[src/hw/cos_defines.svh]
// constants for the network slave supervision block
// assumes a 200 MHz ref_clk and a plain register port
//
// Contract
// - with interlock gate on, interlock only in network state operational, code 5
// - node identifier 0..127 fills low seven bits of every 11-bit frame id
// - bit rate select: -3=20, -2=50, -1=100, 0=125, 1=250, 2=500 kbit/s
// - heartbeat sent each period, 16..200 ms, raw count 4..50 in 4 ms units
// - after slave pdo sent, reply timer runs; expiry without master pdo raises fault
// - either first or second master pdo stops timer and counts as reply
// - reply period of 0 disables the reply timeout check entirely
// - at least emergency spacing, 16..200 ms, between successive emergency messages; code counts 4 ms ticks from load, so spacing can be one tick short
// - hold flag set at power-on skips stack init until cleared and start invoked
`ifndef COS_DEFINES_SVH
`define COS_DEFINES_SVH

`define COS_CLK_MHZ 200
`define COS_TICK_MS 4
`define COS_TICK_CYC (`COS_TICK_MS * 1000 * `COS_CLK_MHZ)

`define COS_ADDR_CTRL 8'h00
`define COS_ADDR_NODE 8'h04
`define COS_ADDR_RATE 8'h08
`define COS_ADDR_HBEAT 8'h0C
`define COS_ADDR_REPLY 8'h10
`define COS_ADDR_EMCY 8'h14
`define COS_ADDR_NMT 8'h18
`define COS_ADDR_STAT 8'h1C
`define COS_ADDR_IRQ 8'h20
`define COS_ADDR_MASK 8'h24
`define COS_ADDR_START 8'h28

`define COS_CTRL_GATE 0
`define COS_CTRL_HOLD 1
`define COS_NMT_OPERATIONAL 7'h05

`define COS_EV_HBEAT 0
`define COS_EV_TMO 1
`define COS_EV_EMCY 2
`define COS_EV_INIT 3
`define COS_NEV 4

`define COS_HBEAT_RST 8'h0A
`define COS_REPLY_RST 8'h00
`define COS_EMCY_RST 8'h04

`endif

[src/hw/cos_pkg.sv]
// types for the network slave supervision block
// assumes cos_defines.svh is compiled alongside
package cos_pkg;
    typedef struct packed {
        logic [7:0] addr;
        logic [31:0] wdata;
        logic wr;
        logic rd;
    } cos_bus_req_t;

    typedef struct packed {
        logic pdo_sent;
        logic pdo1_rcvd;
        logic pdo2_rcvd;
        logic emcy_req;
    } cos_link_ev_t;

    typedef enum logic [1:0] {
        COS_ST_HELD,
        COS_ST_INIT,
        COS_ST_RUN
    } cos_stack_t;
endpackage : cos_pkg

[src/hw/cos_period_timer.sv]
// down counter of 4 ms ticks, reloadable
// assumes tick is a one-cycle enable
`timescale 1ns/1ps
`default_nettype none
module cos_period_timer #(
    parameter int W = 8
) (
    input wire logic ref_clk,
    input wire logic nrst,
    input wire logic tick,
    input wire logic load,
    input wire logic stop,
    input wire logic [W-1:0] period,
    output logic running,
    output logic expire
);
    logic [W-1:0] cnt_reg;

    always_ff @(posedge ref_clk or negedge nrst) begin
        if (!nrst) begin
            cnt_reg <= '0;
            running <= 1'b0;
        end else if (stop) begin
            running <= 1'b0;
        end else if (load) begin
            cnt_reg <= period;
            running <= (period != '0);
        end else if (running && tick) begin
            cnt_reg <= cnt_reg - 1'b1;
            if (cnt_reg <= {{(W-1){1'b0}}, 1'b1}) begin
                running <= 1'b0;
            end
        end
    end

    assign expire = running && tick && (cnt_reg <= {{(W-1){1'b0}}, 1'b1});
endmodule : cos_period_timer
`default_nettype wire

[src/hw/cos_supervisor.sv]
// network slave supervision: ids, bit rate, heartbeat, reply timeout,
// emergency spacing, interlock gating, deferred stack start
// assumes synchronous inputs and a single-cycle register port
//
// Implementation choices: the register addresses and the plain strobed port.
`timescale 1ns/1ps
`default_nettype none
`include "cos_defines.svh"
module cos_supervisor #(
    parameter int TICK_CYC = `COS_TICK_CYC
) (
    input wire logic ref_clk,
    input wire logic nrst,
    input wire cos_pkg::cos_bus_req_t bus_req,
    output logic [31:0] rdata,
    input wire cos_pkg::cos_link_ev_t link_ev,
    input wire logic interlock_request,
    output logic interlock_out,
    output logic [10:0] heartbeat_id,
    output logic heartbeat_send,
    output logic [10:0] emcy_id,
    output logic emcy_send,
    output logic [3:0] bit_rate_code,
    output logic [9:0] bit_rate_kbps,
    output logic reply_fault,
    output logic stack_init,
    output logic stack_running,
    output logic irq
);
    logic [24:0] div_reg;
    logic tick;
    logic [1:0] ctrl_reg;
    logic [6:0] node_reg;
    logic [2:0] rate_reg;
    logic [7:0] hbeat_reg;
    logic [7:0] reply_reg;
    logic [7:0] emcy_reg;
    logic [6:0] nmt_reg;
    logic [`COS_NEV-1:0] stat_reg;
    logic [`COS_NEV-1:0] mask_reg;
    logic [`COS_NEV-1:0] ev;
    logic start_pulse;
    logic hb_running;
    logic hb_expire;
    logic rp_running;
    logic rp_expire;
    logic em_running;
    logic em_pending_reg;
    logic emcy_fire;
    cos_pkg::cos_stack_t stack_reg;
    logic wr_ctrl;

    // 4 ms tick divider
    always_ff @(posedge ref_clk or negedge nrst) begin
        if (!nrst) begin
            div_reg <= '0;
        end else if (div_reg == 25'(TICK_CYC - 1)) begin
            div_reg <= '0;
        end else begin
            div_reg <= div_reg + 25'h0000001;
        end
    end
    assign tick = (div_reg == 25'(TICK_CYC - 1));

    // configuration registers
    assign wr_ctrl = bus_req.wr && (bus_req.addr == `COS_ADDR_CTRL);
    always_ff @(posedge ref_clk or negedge nrst) begin
        if (!nrst) begin
            ctrl_reg <= 2'h0;
            node_reg <= 7'h00;
            rate_reg <= 3'h0;
            hbeat_reg <= `COS_HBEAT_RST;
            reply_reg <= `COS_REPLY_RST;
            emcy_reg <= `COS_EMCY_RST;
            nmt_reg <= 7'h00;
            mask_reg <= '0;
        end else if (bus_req.wr) begin
            case (bus_req.addr)
                `COS_ADDR_CTRL: ctrl_reg <= bus_req.wdata[1:0];
                `COS_ADDR_NODE: node_reg <= bus_req.wdata[6:0];
                `COS_ADDR_RATE: begin
                    // only -3..2 accepted
                    if (bus_req.wdata[2:0] != 3'h4 && bus_req.wdata[2:0] != 3'h3) begin
                        rate_reg <= bus_req.wdata[2:0];
                    end
                end
                `COS_ADDR_HBEAT: hbeat_reg <= bus_req.wdata[7:0];
                `COS_ADDR_REPLY: reply_reg <= bus_req.wdata[7:0];
                `COS_ADDR_EMCY: emcy_reg <= bus_req.wdata[7:0];
                `COS_ADDR_NMT: nmt_reg <= bus_req.wdata[6:0];
                `COS_ADDR_MASK: mask_reg <= bus_req.wdata[`COS_NEV-1:0];
                default: ;
            endcase
        end
    end
    assign start_pulse = bus_req.wr && (bus_req.addr == `COS_ADDR_START) && bus_req.wdata[0];

    // deferred stack start
    always_ff @(posedge ref_clk or negedge nrst) begin
        if (!nrst) begin
            stack_reg <= cos_pkg::COS_ST_INIT;
        end else begin
            case (stack_reg)
                cos_pkg::COS_ST_INIT: begin
                    if (ctrl_reg[`COS_CTRL_HOLD] || (wr_ctrl && bus_req.wdata[`COS_CTRL_HOLD])) begin
                        stack_reg <= cos_pkg::COS_ST_HELD;
                    end else begin
                        stack_reg <= cos_pkg::COS_ST_RUN;
                    end
                end
                cos_pkg::COS_ST_HELD: begin
                    if (start_pulse && !ctrl_reg[`COS_CTRL_HOLD]) begin
                        stack_reg <= cos_pkg::COS_ST_RUN;
                    end
                end
                cos_pkg::COS_ST_RUN: stack_reg <= cos_pkg::COS_ST_RUN;
                default: stack_reg <= cos_pkg::COS_ST_HELD;
            endcase
        end
    end
    // one-cycle strobe as the stack leaves init or hold for run
    assign stack_init = ((stack_reg == cos_pkg::COS_ST_INIT) && !ctrl_reg[`COS_CTRL_HOLD]
        && !(wr_ctrl && bus_req.wdata[`COS_CTRL_HOLD]))
        || ((stack_reg == cos_pkg::COS_ST_HELD) && start_pulse
        && !ctrl_reg[`COS_CTRL_HOLD]);
    assign stack_running = (stack_reg == cos_pkg::COS_ST_RUN);

    // heartbeat period
    cos_period_timer #(.W(8)) u_hbeat (
        .ref_clk(ref_clk),
        .nrst(nrst),
        .tick(tick),
        .load(stack_running && !hb_running),
        .stop(!stack_running),
        .period(hbeat_reg),
        .running(hb_running),
        .expire(hb_expire)
    );

    // reply watchdog
    cos_period_timer #(.W(8)) u_reply (
        .ref_clk(ref_clk),
        .nrst(nrst),
        .tick(tick),
        .load(stack_running && link_ev.pdo_sent),
        .stop(link_ev.pdo1_rcvd || link_ev.pdo2_rcvd || reply_reg == 8'h00),
        .period(reply_reg),
        .running(rp_running),
        .expire(rp_expire)
    );

    // emergency spacing
    cos_period_timer #(.W(8)) u_emcy (
        .ref_clk(ref_clk),
        .nrst(nrst),
        .tick(tick),
        .load(emcy_fire),
        .stop(1'b0),
        .period(emcy_reg),
        .running(em_running),
        .expire()
    );
    assign emcy_fire = stack_running && em_pending_reg && !em_running;
    always_ff @(posedge ref_clk or negedge nrst) begin
        if (!nrst) begin
            em_pending_reg <= 1'b0;
        end else if (link_ev.emcy_req) begin
            em_pending_reg <= 1'b1;
        end else if (emcy_fire) begin
            em_pending_reg <= 1'b0;
        end
    end

    // outputs
    always_ff @(posedge ref_clk or negedge nrst) begin
        if (!nrst) begin
            heartbeat_send <= 1'b0;
            emcy_send <= 1'b0;
            reply_fault <= 1'b0;
            interlock_out <= 1'b0;
            heartbeat_id <= 11'h000;
            emcy_id <= 11'h000;
        end else begin
            heartbeat_send <= hb_expire;
            emcy_send <= emcy_fire;
            heartbeat_id <= {4'hE, node_reg};
            emcy_id <= {4'h1, node_reg};
            if (reply_reg == 8'h00) begin
                reply_fault <= 1'b0;
            end else if (link_ev.pdo1_rcvd || link_ev.pdo2_rcvd) begin
                reply_fault <= 1'b0;
            end else if (rp_expire) begin
                reply_fault <= 1'b1;
            end
            interlock_out <= interlock_request &&
                (!ctrl_reg[`COS_CTRL_GATE] || nmt_reg == `COS_NMT_OPERATIONAL);
        end
    end

    // bit rate table
    always_comb begin
        bit_rate_code = {1'b0, rate_reg};
        case (rate_reg)
            3'h5: bit_rate_kbps = 10'h014;
            3'h6: bit_rate_kbps = 10'h032;
            3'h7: bit_rate_kbps = 10'h064;
            3'h0: bit_rate_kbps = 10'h07D;
            3'h1: bit_rate_kbps = 10'h0FA;
            3'h2: bit_rate_kbps = 10'h1F4;
            default: bit_rate_kbps = 10'h07D;
        endcase
    end

    // sticky events, write one to clear, set wins
    assign ev[`COS_EV_HBEAT] = hb_expire;
    assign ev[`COS_EV_TMO] = rp_expire && reply_reg != 8'h00
        && !(link_ev.pdo1_rcvd || link_ev.pdo2_rcvd);
    assign ev[`COS_EV_EMCY] = emcy_fire;
    assign ev[`COS_EV_INIT] = (stack_reg == cos_pkg::COS_ST_HELD) && start_pulse
        && !ctrl_reg[`COS_CTRL_HOLD];
    always_ff @(posedge ref_clk or negedge nrst) begin
        if (!nrst) begin
            stat_reg <= '0;
        end else if (bus_req.wr && bus_req.addr == `COS_ADDR_IRQ) begin
            stat_reg <= (stat_reg & ~bus_req.wdata[`COS_NEV-1:0]) | ev;
        end else begin
            stat_reg <= stat_reg | ev;
        end
    end
    assign irq = |(stat_reg & mask_reg);

    // read port
    always_ff @(posedge ref_clk or negedge nrst) begin
        if (!nrst) begin
            rdata <= 32'h00000000;
        end else if (bus_req.rd) begin
            case (bus_req.addr)
                `COS_ADDR_CTRL: rdata <= {30'h0, ctrl_reg};
                `COS_ADDR_NODE: rdata <= {25'h0, node_reg};
                `COS_ADDR_RATE: rdata <= {{29{rate_reg[2]}}, rate_reg};
                `COS_ADDR_HBEAT: rdata <= {24'h0, hbeat_reg};
                `COS_ADDR_REPLY: rdata <= {24'h0, reply_reg};
                `COS_ADDR_EMCY: rdata <= {24'h0, emcy_reg};
                `COS_ADDR_NMT: rdata <= {25'h0, nmt_reg};
                `COS_ADDR_STAT: rdata <= {27'h0, reply_fault, stack_reg, interlock_out, rp_running} >> 0;
                `COS_ADDR_IRQ: rdata <= {28'h0, stat_reg};
                `COS_ADDR_MASK: rdata <= {28'h0, mask_reg};
                default: rdata <= 32'h00000000;
            endcase
        end else begin
            rdata <= 32'h00000000;
        end
    end
endmodule : cos_supervisor
`default_nettype wire

[config.mk]
export PLATFORM = sky130hd
export DESIGN_NAME = cos_supervisor
export DESIGN_NICKNAME = d
export VERILOG_FILES = /design/src/hw/cos_pkg.sv /design/src/hw/cos_period_timer.sv /design/src/hw/cos_supervisor.sv
export VERILOG_INCLUDE_DIRS = /design/src /design/src/hw
export SDC_FILE = /design/constraint.sdc
export NUM_CORES = 1
export LEC_CHECK = 0
export ABC_AREA = 1
export ABC_CLOCK_PERIOD_IN_PS = 4400
export BUFFER_PORTS_ARGS = -buffer_cell sky130_fd_sc_hd__buf_2
export CAP_MARGIN = 5
export CORE_AREA = 5 5 122 124
export CTS_CLUSTER_SIZE = 30
export DETAILED_ROUTE_END_ITERATION = 6
export DIE_AREA = 0 0 127 129
export PLACE_DENSITY = 0.78
export SKIP_LAST_GASP = 1
export SLEW_MARGIN = 20
export SYNTH_ARGS = -nofsm -noshare
export SYNTH_HDL_FRONTEND = slang
export SYNTH_HIERARCHICAL = 1
export SYNTH_SLANG_ARGS = --single-unit
[constraint.sdc]
create_clock -name ref_clk -period 4.4 [get_ports ref_clk]
set_input_delay 0.44 -clock ref_clk [delete_from_list [all_inputs] [get_ports ref_clk]]
set_output_delay 0.44 -clock ref_clk [all_outputs]
set_load 0.01 [all_outputs]
### Yosys cells after proc, flatten, opt, wreduce, memory -nomap -nowiden

Index checks and enable logic that the tools add are counted.

| word-level totals | value |
|---|---|
| register bits | 158 |
| output and inout bits | 75 |
| word-level logic and storage cells | 154 |

| operators by class | value |
|---|---|
| add/subtract/negate cells | 4 |
| magnitude comparators | 3 |
| equality and inequality tests | 24 |
| muxes and demuxes | 30 |
| bitwise gates (word level) | 6 |
| reductions and logical operators | 62 |

Operators with widths:

| kind | number |
|---|---|
| one-hot mux 32 bit (10 select lines) | 1 |
| two-way mux 8 bit | 6 |
| one-hot mux 9 bit (5 select lines) | 1 |
| == test 8 x 5 -> 1 bit, second input constant | 4 |
| two-way mux 32 bit | 1 |
| adder 25 x 1 -> 25 bit, second input constant | 1 |
| == test 25 x 20 -> 1 bit, second input constant | 1 |
| two-way mux 25 bit | 1 |
| == test 8 x 6 -> 1 bit, second input constant | 3 |
| <= comparator 8 x 1 -> 1 bit, second input constant | 3 |
| AND reduction 2 bit | 12 |
| nonzero test 8 bit | 3 |
| subtractor 8 x 1 -> 8 bit, second input constant | 3 |
| logical AND 1 bit | 23 |
| == test 8 x 4 -> 1 bit, second input constant | 2 |
| logical NOT 8 bit | 2 |
| two-way mux 1 bit | 16 |
| nonzero test 2 bit | 5 |
| == test 3 bit, second input constant | 3 |
| nonzero test 3 bit | 3 |
| bitwise AND 4 bit | 2 |
| == test 8 x 3 -> 1 bit, second input constant | 1 |
| bitwise OR 4 bit | 2 |
| == test 7 x 3 -> 1 bit, second input constant | 1 |
| other kinds (18) | 29 |

### Longest topological paths before layout

Gate-level depths: netlist of run 1.

| logic depth | value |
|---|---|
| word-level depth | 7 |
| mapped depth | 14 |
| gate-level depth less buffers | 14 |

### By module

Netlist of run 1, hierarchy kept.

By module, submodules not included:

| module | times used | cells each | area each (um^2) |
|---|---|---|---|
| cos_supervisor | 1 | 628 | 5223.8 |
| cos_period_timer (u_emcy ...) | 2 | 103 | 714.4 |
| cos_period_timer (u_hbeat) | 1 | 97 | 669.4 |

### Worst setup path after synthesis of run 1

Ideal clock, no wire load.

| timing | value |
|---|---|
| path kind | register to register |
| start point | register div_reg[0] |
| end point | register u_reply.cnt_reg[5] |
| setup time | 118 ps |
| data arrival time | 1768 ps |
| path slack | 2514 ps |
| cell stages (with the launch flop) | 15 |
| path through | dfrtp_1 ha_1 nand2_1 inv_1 nand3_2 nor2_2 nand4_1 inv_1 nand2_1 nand2_8 nand2_8 inv_8 nand2_4 o21ai_2 nand2_1 |

| on the way | value |
|---|---|
| word-level cells in the longest chain between the ends | 4 |

RTL lines:

| element | line | text |
|---|---|---|
| start: declaration | cos_supervisor.sv:30 | `logic [24:0] div_reg;` |
| start signal: assignment | cos_supervisor.sv:60 | `div_reg <= div_reg + 25'h0000001;` |
| == test 25 x 20 -> 1 bit | cos_supervisor.sv:63 | `assign tick = (div_reg == 25'(TICK_CYC - 1));` |
| net tick | cos_supervisor.sv:31 | `logic tick;` |
| logical AND 1 bit | cos_period_timer.sv:28 | `end else if (running && tick) begin` |
| nonzero test 2 bit (no source line) | n/a |  |
| AND reduction 2 bit (no source line) | n/a |  |
| end signal: assignment | cos_period_timer.sv:26 | `cnt_reg <= period;` |
| end signal: assignment | cos_period_timer.sv:29 | `cnt_reg <= cnt_reg - 1'b1;` |
| end: declaration | cos_period_timer.sv:17 | `logic [W-1:0] cnt_reg;` |

The timed path passes the listed nets, and every way through them passes these cells.
A chain may end at the register's enable or synchronous reset.

### Worst setup path in the final report of run 1

| timing | value |
|---|---|
| start point | register rate_reg[0] |
| end point | output bit_rate_kbps[6] |

| on the way | value |
|---|---|
| word-level cells in the longest chain between the ends | 2 |
| elaborated cells on any way between the ends | 6 |
| those cells by class | eq/ne (5); mux (1) |

RTL lines:

| element | line | text |
|---|---|---|
| start: declaration | cos_supervisor.sv:34 | `logic [2:0] rate_reg;` |
| start signal: assignment | cos_supervisor.sv:84 | `rate_reg <= bus_req.wdata[2:0];` |
| == test 3 x 2 -> 1 bit, or another cell as far along | cos_supervisor.sv:203 | `case (rate_reg)` |
| one-hot mux 9 bit (5 select lines) * | cos_supervisor.sv:203 |  |
| end: declaration | cos_supervisor.sv:24 | `output logic [9:0] bit_rate_kbps,` |

Every way passes the cells marked *; elsewhere a longest branch is shown, timed or not.

==> results.json, run 1 <==
{
  "antenna_found_initial": 0,
  "finalCriticalPeriod_ns": 2.37,
  "drt_iter0_drc": 477,
  "irDropWorstVdd_mv": 0.269,
  "fin_worst_skew_ns": 0.00711,
  "clk_path_buf_depth": 2,
  "port_buffers": 93,
  "rows": 43,
  "synthToLayoutAreaGrowth_pct": 12.4,
  "initial_core_util": 0.536,
  "worst_ep_required_time_ns": 3.96,
  "syn_area_mm2": 0.00732,
  "clockRootBuffer": "clkbuf_16",
  "finalWirelength_um": 17000,
  "crit_type": "flip-flop to output port",
  "vias": 6175,
  "cp-end-kind": "output port",
  "htree_levels": 4,
  "n_fill_cell": 1242,
  "setup_ws_ns": 2.03,
  "ctsHoldBuffers": 0,
  "rsz0062_at_grt": "false",
  "ios": 124,
  "cts_buffers": 17,
  "fp.dieW_um": 127,
  "drt_first_pass_iters": 5,
  "outcome": "finished clean",
  "tightestPinTransition_ns": 0.856,
  "cp-start-kind": "flip-flop",
  "drc": 0,
  "power.share.clock": 0.466,
  "finalCritPeriodShare": 0.540,
  "final_cell_mix": "nand2_1, dfrtp_1, nor2_1",
  "post_cts_buffers": 0,
  "wl_per_cell_um": 14.3,
  "ys_warn_count": 6,
  "grt_max_degree": 68,
  "path_max_fanout": 6,
  "grt_pass1_wl_um": 28600,
  "clk_pin_slew_ns": 0.05,
  "final_common_cell": "nand2_1",
  "swShare": 0.251,
  "grt_pass1_vias": 5845,
  "seqPwrFrac": 0.432,
  "ant_nets": 0,
  "die_y_um": 129,
  "hp-class": "input pin to async pin",
  "drive_gt1_frac": 0.208,
  "clk_latency_ns": 0.42,
  "p_switching_mw": 0.743,
  "final_nets": 1059,
  "slew_viol_final": 0,
  "finalHoldViolations": 0,
  "slew_headroom": 0.427,
  "cts_tree": "done",
  "num_antenna_cells": 0,
  "cts_resized": 0,
  "dp_hpwl_um": 12400,
  "vias_per_cell": 5.18,
  "clock_sink_count": 127,
  "internal_power_mw": 2.21,
  "setup_violations": 0,
  "globalplace.congestion": 0.956,
  "largest_reg_flops": 25,
  "power_density_mw_per_mm2": 359,
  "grt_usage": 0.220,
  "dieArea_mm2": 0.0164,
  "cap_violations": 0,
  "pre_cts_ws_ns": 2.05,
  "avgSynthCellArea_um2": 7.87,
  "core_area_mm2": 0.0137,
  "worstPathArrival_ns": 1.93,
  "max_freq_mhz": 421,
  "combinationalPowerShare": 0.103,
  "fin_tns_setup_ns": 0,
  "p_leak_nw": 4.27,
  "synth_cells": 930,
  "gr-total-overflow": 0
}
[worst max-delay path, stage by stage, from the launching register on]
cell     delay [ns]
dfrtp_1        0.44
inv_1          0.08
ha_1           0.20
inv_1          0.09
nor2_1         0.05
inv_1          0.10
nand2_1        0.07
nor2_1         0.12
nand2_1        0.13
nand4_1        0.10
buf_2          0.13
[per-stage QoR]
step | utilization | instances | instance area, um2 | power [mW] | hold slack, ns
after global routing | 0.602 | 1193 | 8230 | 3.09 | 0.197
after floorplan | - | 937 | 7340 | 1.50 | 0.144
final | 0.602 | 1193 | 8230 | 2.95 | 0.121
after global placement | 0.560 | 1161 | 7650 | 1.59 | 0.417
after detailed placement | 0.560 | 1161 | 7650 | 1.60 | 0.414
after CTS | 0.602 | 1193 | 8230 | 2.98 | 0.165
[path summary, 6_finish.rpt]
kind | startpoint | cells past startpoint | slack (ns) | to
max | rate_reg[0] | 10 | 2.03 | bit_rate_kbps[6]
min | nrst | 1 | 0.12 | div_reg[6]
max reg2reg | div_reg[0] | 14 | 2.05 | u_reply/cnt_reg[4]
min reg2reg | node_reg[1] | 0 | 0.43 | emcy_id[1]
max in group asynchronous | nrst | 2 | 3.33 | reply_reg[3]
min in group ref_clk | link_ev[0] | 2 | 0.22 | em_pending_reg
[per-layer routing]
layer / track usage / share of wire / vias to the layer above
met1: 0.286 / 0.44 / 2848
met5: 0 / 0 / -
met2: 0.357 / 0.47 / 235
met4: 0.0864 / 0.024 / 0
met3: 0.0535 / 0.073 / 32
li1: - / - / 3060
[final cells by class]
cell class	count	area (um2)	share of cell area
clock buffer	25	495	0.0602
clock inverter	7	85.1	0.0103
inverter	111	453	0.0550
multi-input combinational	647	3300	0.401
sequential	127	3180	0.387
tap	180	225	0.0274
timing repair buffer	96	490	0.0596
[power by group through the flow]
| stage | sequential (mW) | clock, mW | combinational, mW |
|---|---|---|---|
| after floorplan | 1.28 | 0 | 0.217 |
| after global placement | 1.29 | 0 | 0.297 |
| after detailed placement | 1.29 | 0 | 0.304 |
| after CTS | 1.27 | 1.40 | 0.306 |
| after global routing | 1.28 | 1.46 | 0.351 |
| final | 1.28 | 1.38 | 0.303 |
No activity file was read; power rests on OpenSTA's default activity.
==> run 2: changes to the inputs <==
ABC_CLOCK_PERIOD_IN_PS = 2000   (was 4400)
CORE_AREA = 5 5 125 127   (was 5 5 122 124)
DIE_AREA = 0 0 130 132   (was 0 0 127 129)
clock period = 2 ns   (was 4.4 ns; I/O delays follow)
==> run 2 against run 1 <==
Sequential power up 120%. Routed wire length rose by 6.9%. Utilization is 0.18 points higher. Largest power group unchanged. Non-clock buffer count rose by 24. Critical path type is now flip-flop to flip-flop. Hold slack worse by 0.10 ns. Die area increased by 4.7%. Design area up 5.1%. Clock power up 140%. Clock-buffer cell count fell by 2.
==> results.json, run 2 (same netlist as run 1, synthesis figures left out) <==
{
  "outcome": "finished clean",
  "worstPathArrival_ns": 2.24,
  "cp-start-kind": "flip-flop",
  "die_y_um": 132,
  "port_buffers": 93,
  "finalCriticalPeriod_ns": 1.93,
  "antenna_found_initial": 0,
  "final_cell_mix": "nand2_1, dfrtp_1, nor2_1",
  "setup_ws_ns": 0.0721,
  "final_nets": 1084,
  "startpoint": "div_reg[1]",
  "num_antenna_cells": 0,
  "clockRootBuffer": "clkbuf_16",
  "clk_path_buf_depth": 2,
  "globalplace.congestion": 0.908,
  "synthToLayoutAreaGrowth_pct": 18.1,
  "grt_pass1_vias": 6014,
  "cts_tree": "done",
  "drive_gt1_frac": 0.257,
  "path_max_fanout": 8,
  "crit_type": "flip-flop to flip-flop",
  "vias_per_cell": 5.23,
  "finalCritPeriodShare": 0.964,
  "max_freq_mhz": 519,
  "ios": 124,
  "clock_sink_count": 127,
  "dp_hpwl_um": 13100,
  "gr-total-overflow": 0,
  "drt_first_pass_iters": 5,
  "fin_worst_skew_ns": 0.00603,
  "largest_reg_flops": 25,
  "cp-end-kind": "flip-flop",
  "finalHoldViolations": 0,
  "vias": 6392,
  "hold_start": "interlock_request",
  "hp-class": "input pin to flip-flop",
  "drc": 0,
  "timing.rr.start": "div_reg[1]",
  "clk_pin_slew_ns": 0.06,
  "initial_core_util": 0.511,
  "finalWirelength_um": 18200,
  "cap_violations": 0,
  "power_density_mw_per_mm2": 790,
  "drt_iter0_drc": 594,
  "clk_latency_ns": 0.42,
  "rows": 44,
  "irDropWorstVdd_mv": 0.673,
  "pre_cts_ws_ns": -0.0308,
  "grt_usage": 0.218,
  "core_area_mm2": 0.0143,
  "ant_nets": 0,
  "setup_violations": 0,
  "grt_max_degree": 39,
  "dieArea_mm2": 0.0172,
  "hold_ws_ns": 0.0201,
  "worst_ep_required_time_ns": 2.31,
  "slew_headroom": 0.650,
  "cts_buffers": 17,
  "fp.dieW_um": 130,
  "grt_pass1_wl_um": 29600,
  "p_leak_nw": 4.45,
  "tightestPinTransition_ns": 0.524,
  "rsz0062_at_grt": "true",
  "slew_viol_final": 0,
  "wl_per_cell_um": 14.9,
  "fin_tns_setup_ns": 0,
  "final_common_cell": "nand2_1",
  "htree_levels": 4
}
## run 2: final cells by class
cell class	count	area [um2]
clock buffer	23	508
clock inverter	9	129
fill	1246	5670
inverter	111	455
multi-input combinational	647	3410
sequential	127	3190
tap	184	230
timing repair buffer	120	721
timing repair inverter	1	6.26
## run 2: report_power, final
part	internal [mW]	switching, mW
combinational	0.253	0.488
sequential	2.69	0.116
clock	2.15	1.13
total	5.10	1.74
## run 2: final timing paths
path / endpoint / slack (ns) / cells past startpoint
max: u_hbeat/cnt_reg[7] / 0.07 / 14
min: interlock_out / 0.02 / 2
max reg2reg: u_hbeat/cnt_reg[7] / 0.07 / 14
min reg2reg: emcy_id[5] / 0.41 / 0
max in group asynchronous: emcy_id[7] / 1.06 / 3
min in group asynchronous: div_reg[3] / 0.27 / 2
## run 2: critical path, stage by stage, from the launching register on
cell     delay (ns)
dfrtp_1        0.36
ha_2           0.20
nand2_2        0.06
inv_2          0.08
nand3_4        0.08
nor2_4         0.12
nand4_1        0.16
inv_2          0.17
buf_6          0.13
nand2_4        0.05
nand2_4        0.09
nand2_8        0.09
buf_6          0.13
nand2_1        0.04
nand2_1        0.05
## run 2: repair_timing
item,CTS,global route
setup buffers,2,5
gates resized for setup,6,39
endpoints found under the hold margin,26,0
endpoints found under the setup margin,8,29
pin swaps,2,10
gates cloned,0,1
hold buffers,2,0
## run 2: per-layer routing
metal	share of wire	track usage
met1	0.43	0.285
met2	0.48	0.356
met3	0.064	0.0478
met4	0.021	0.0739
met5	0	0
## run 2: through the flow
stage / util / total power, mW / instance area, um2 / std cells
after global placement: 0.545 / 3.52 / 7800 / 1180
after floorplan: - / 3.29 / 7340 / 937
after global routing: 0.604 / 7.10 / 8650 / 1222
final: 0.604 / 6.83 / 8650 / 1222
after detailed placement: 0.545 / 3.54 / 7800 / 1180
after CTS: 0.593 / 6.85 / 8480 / 1216
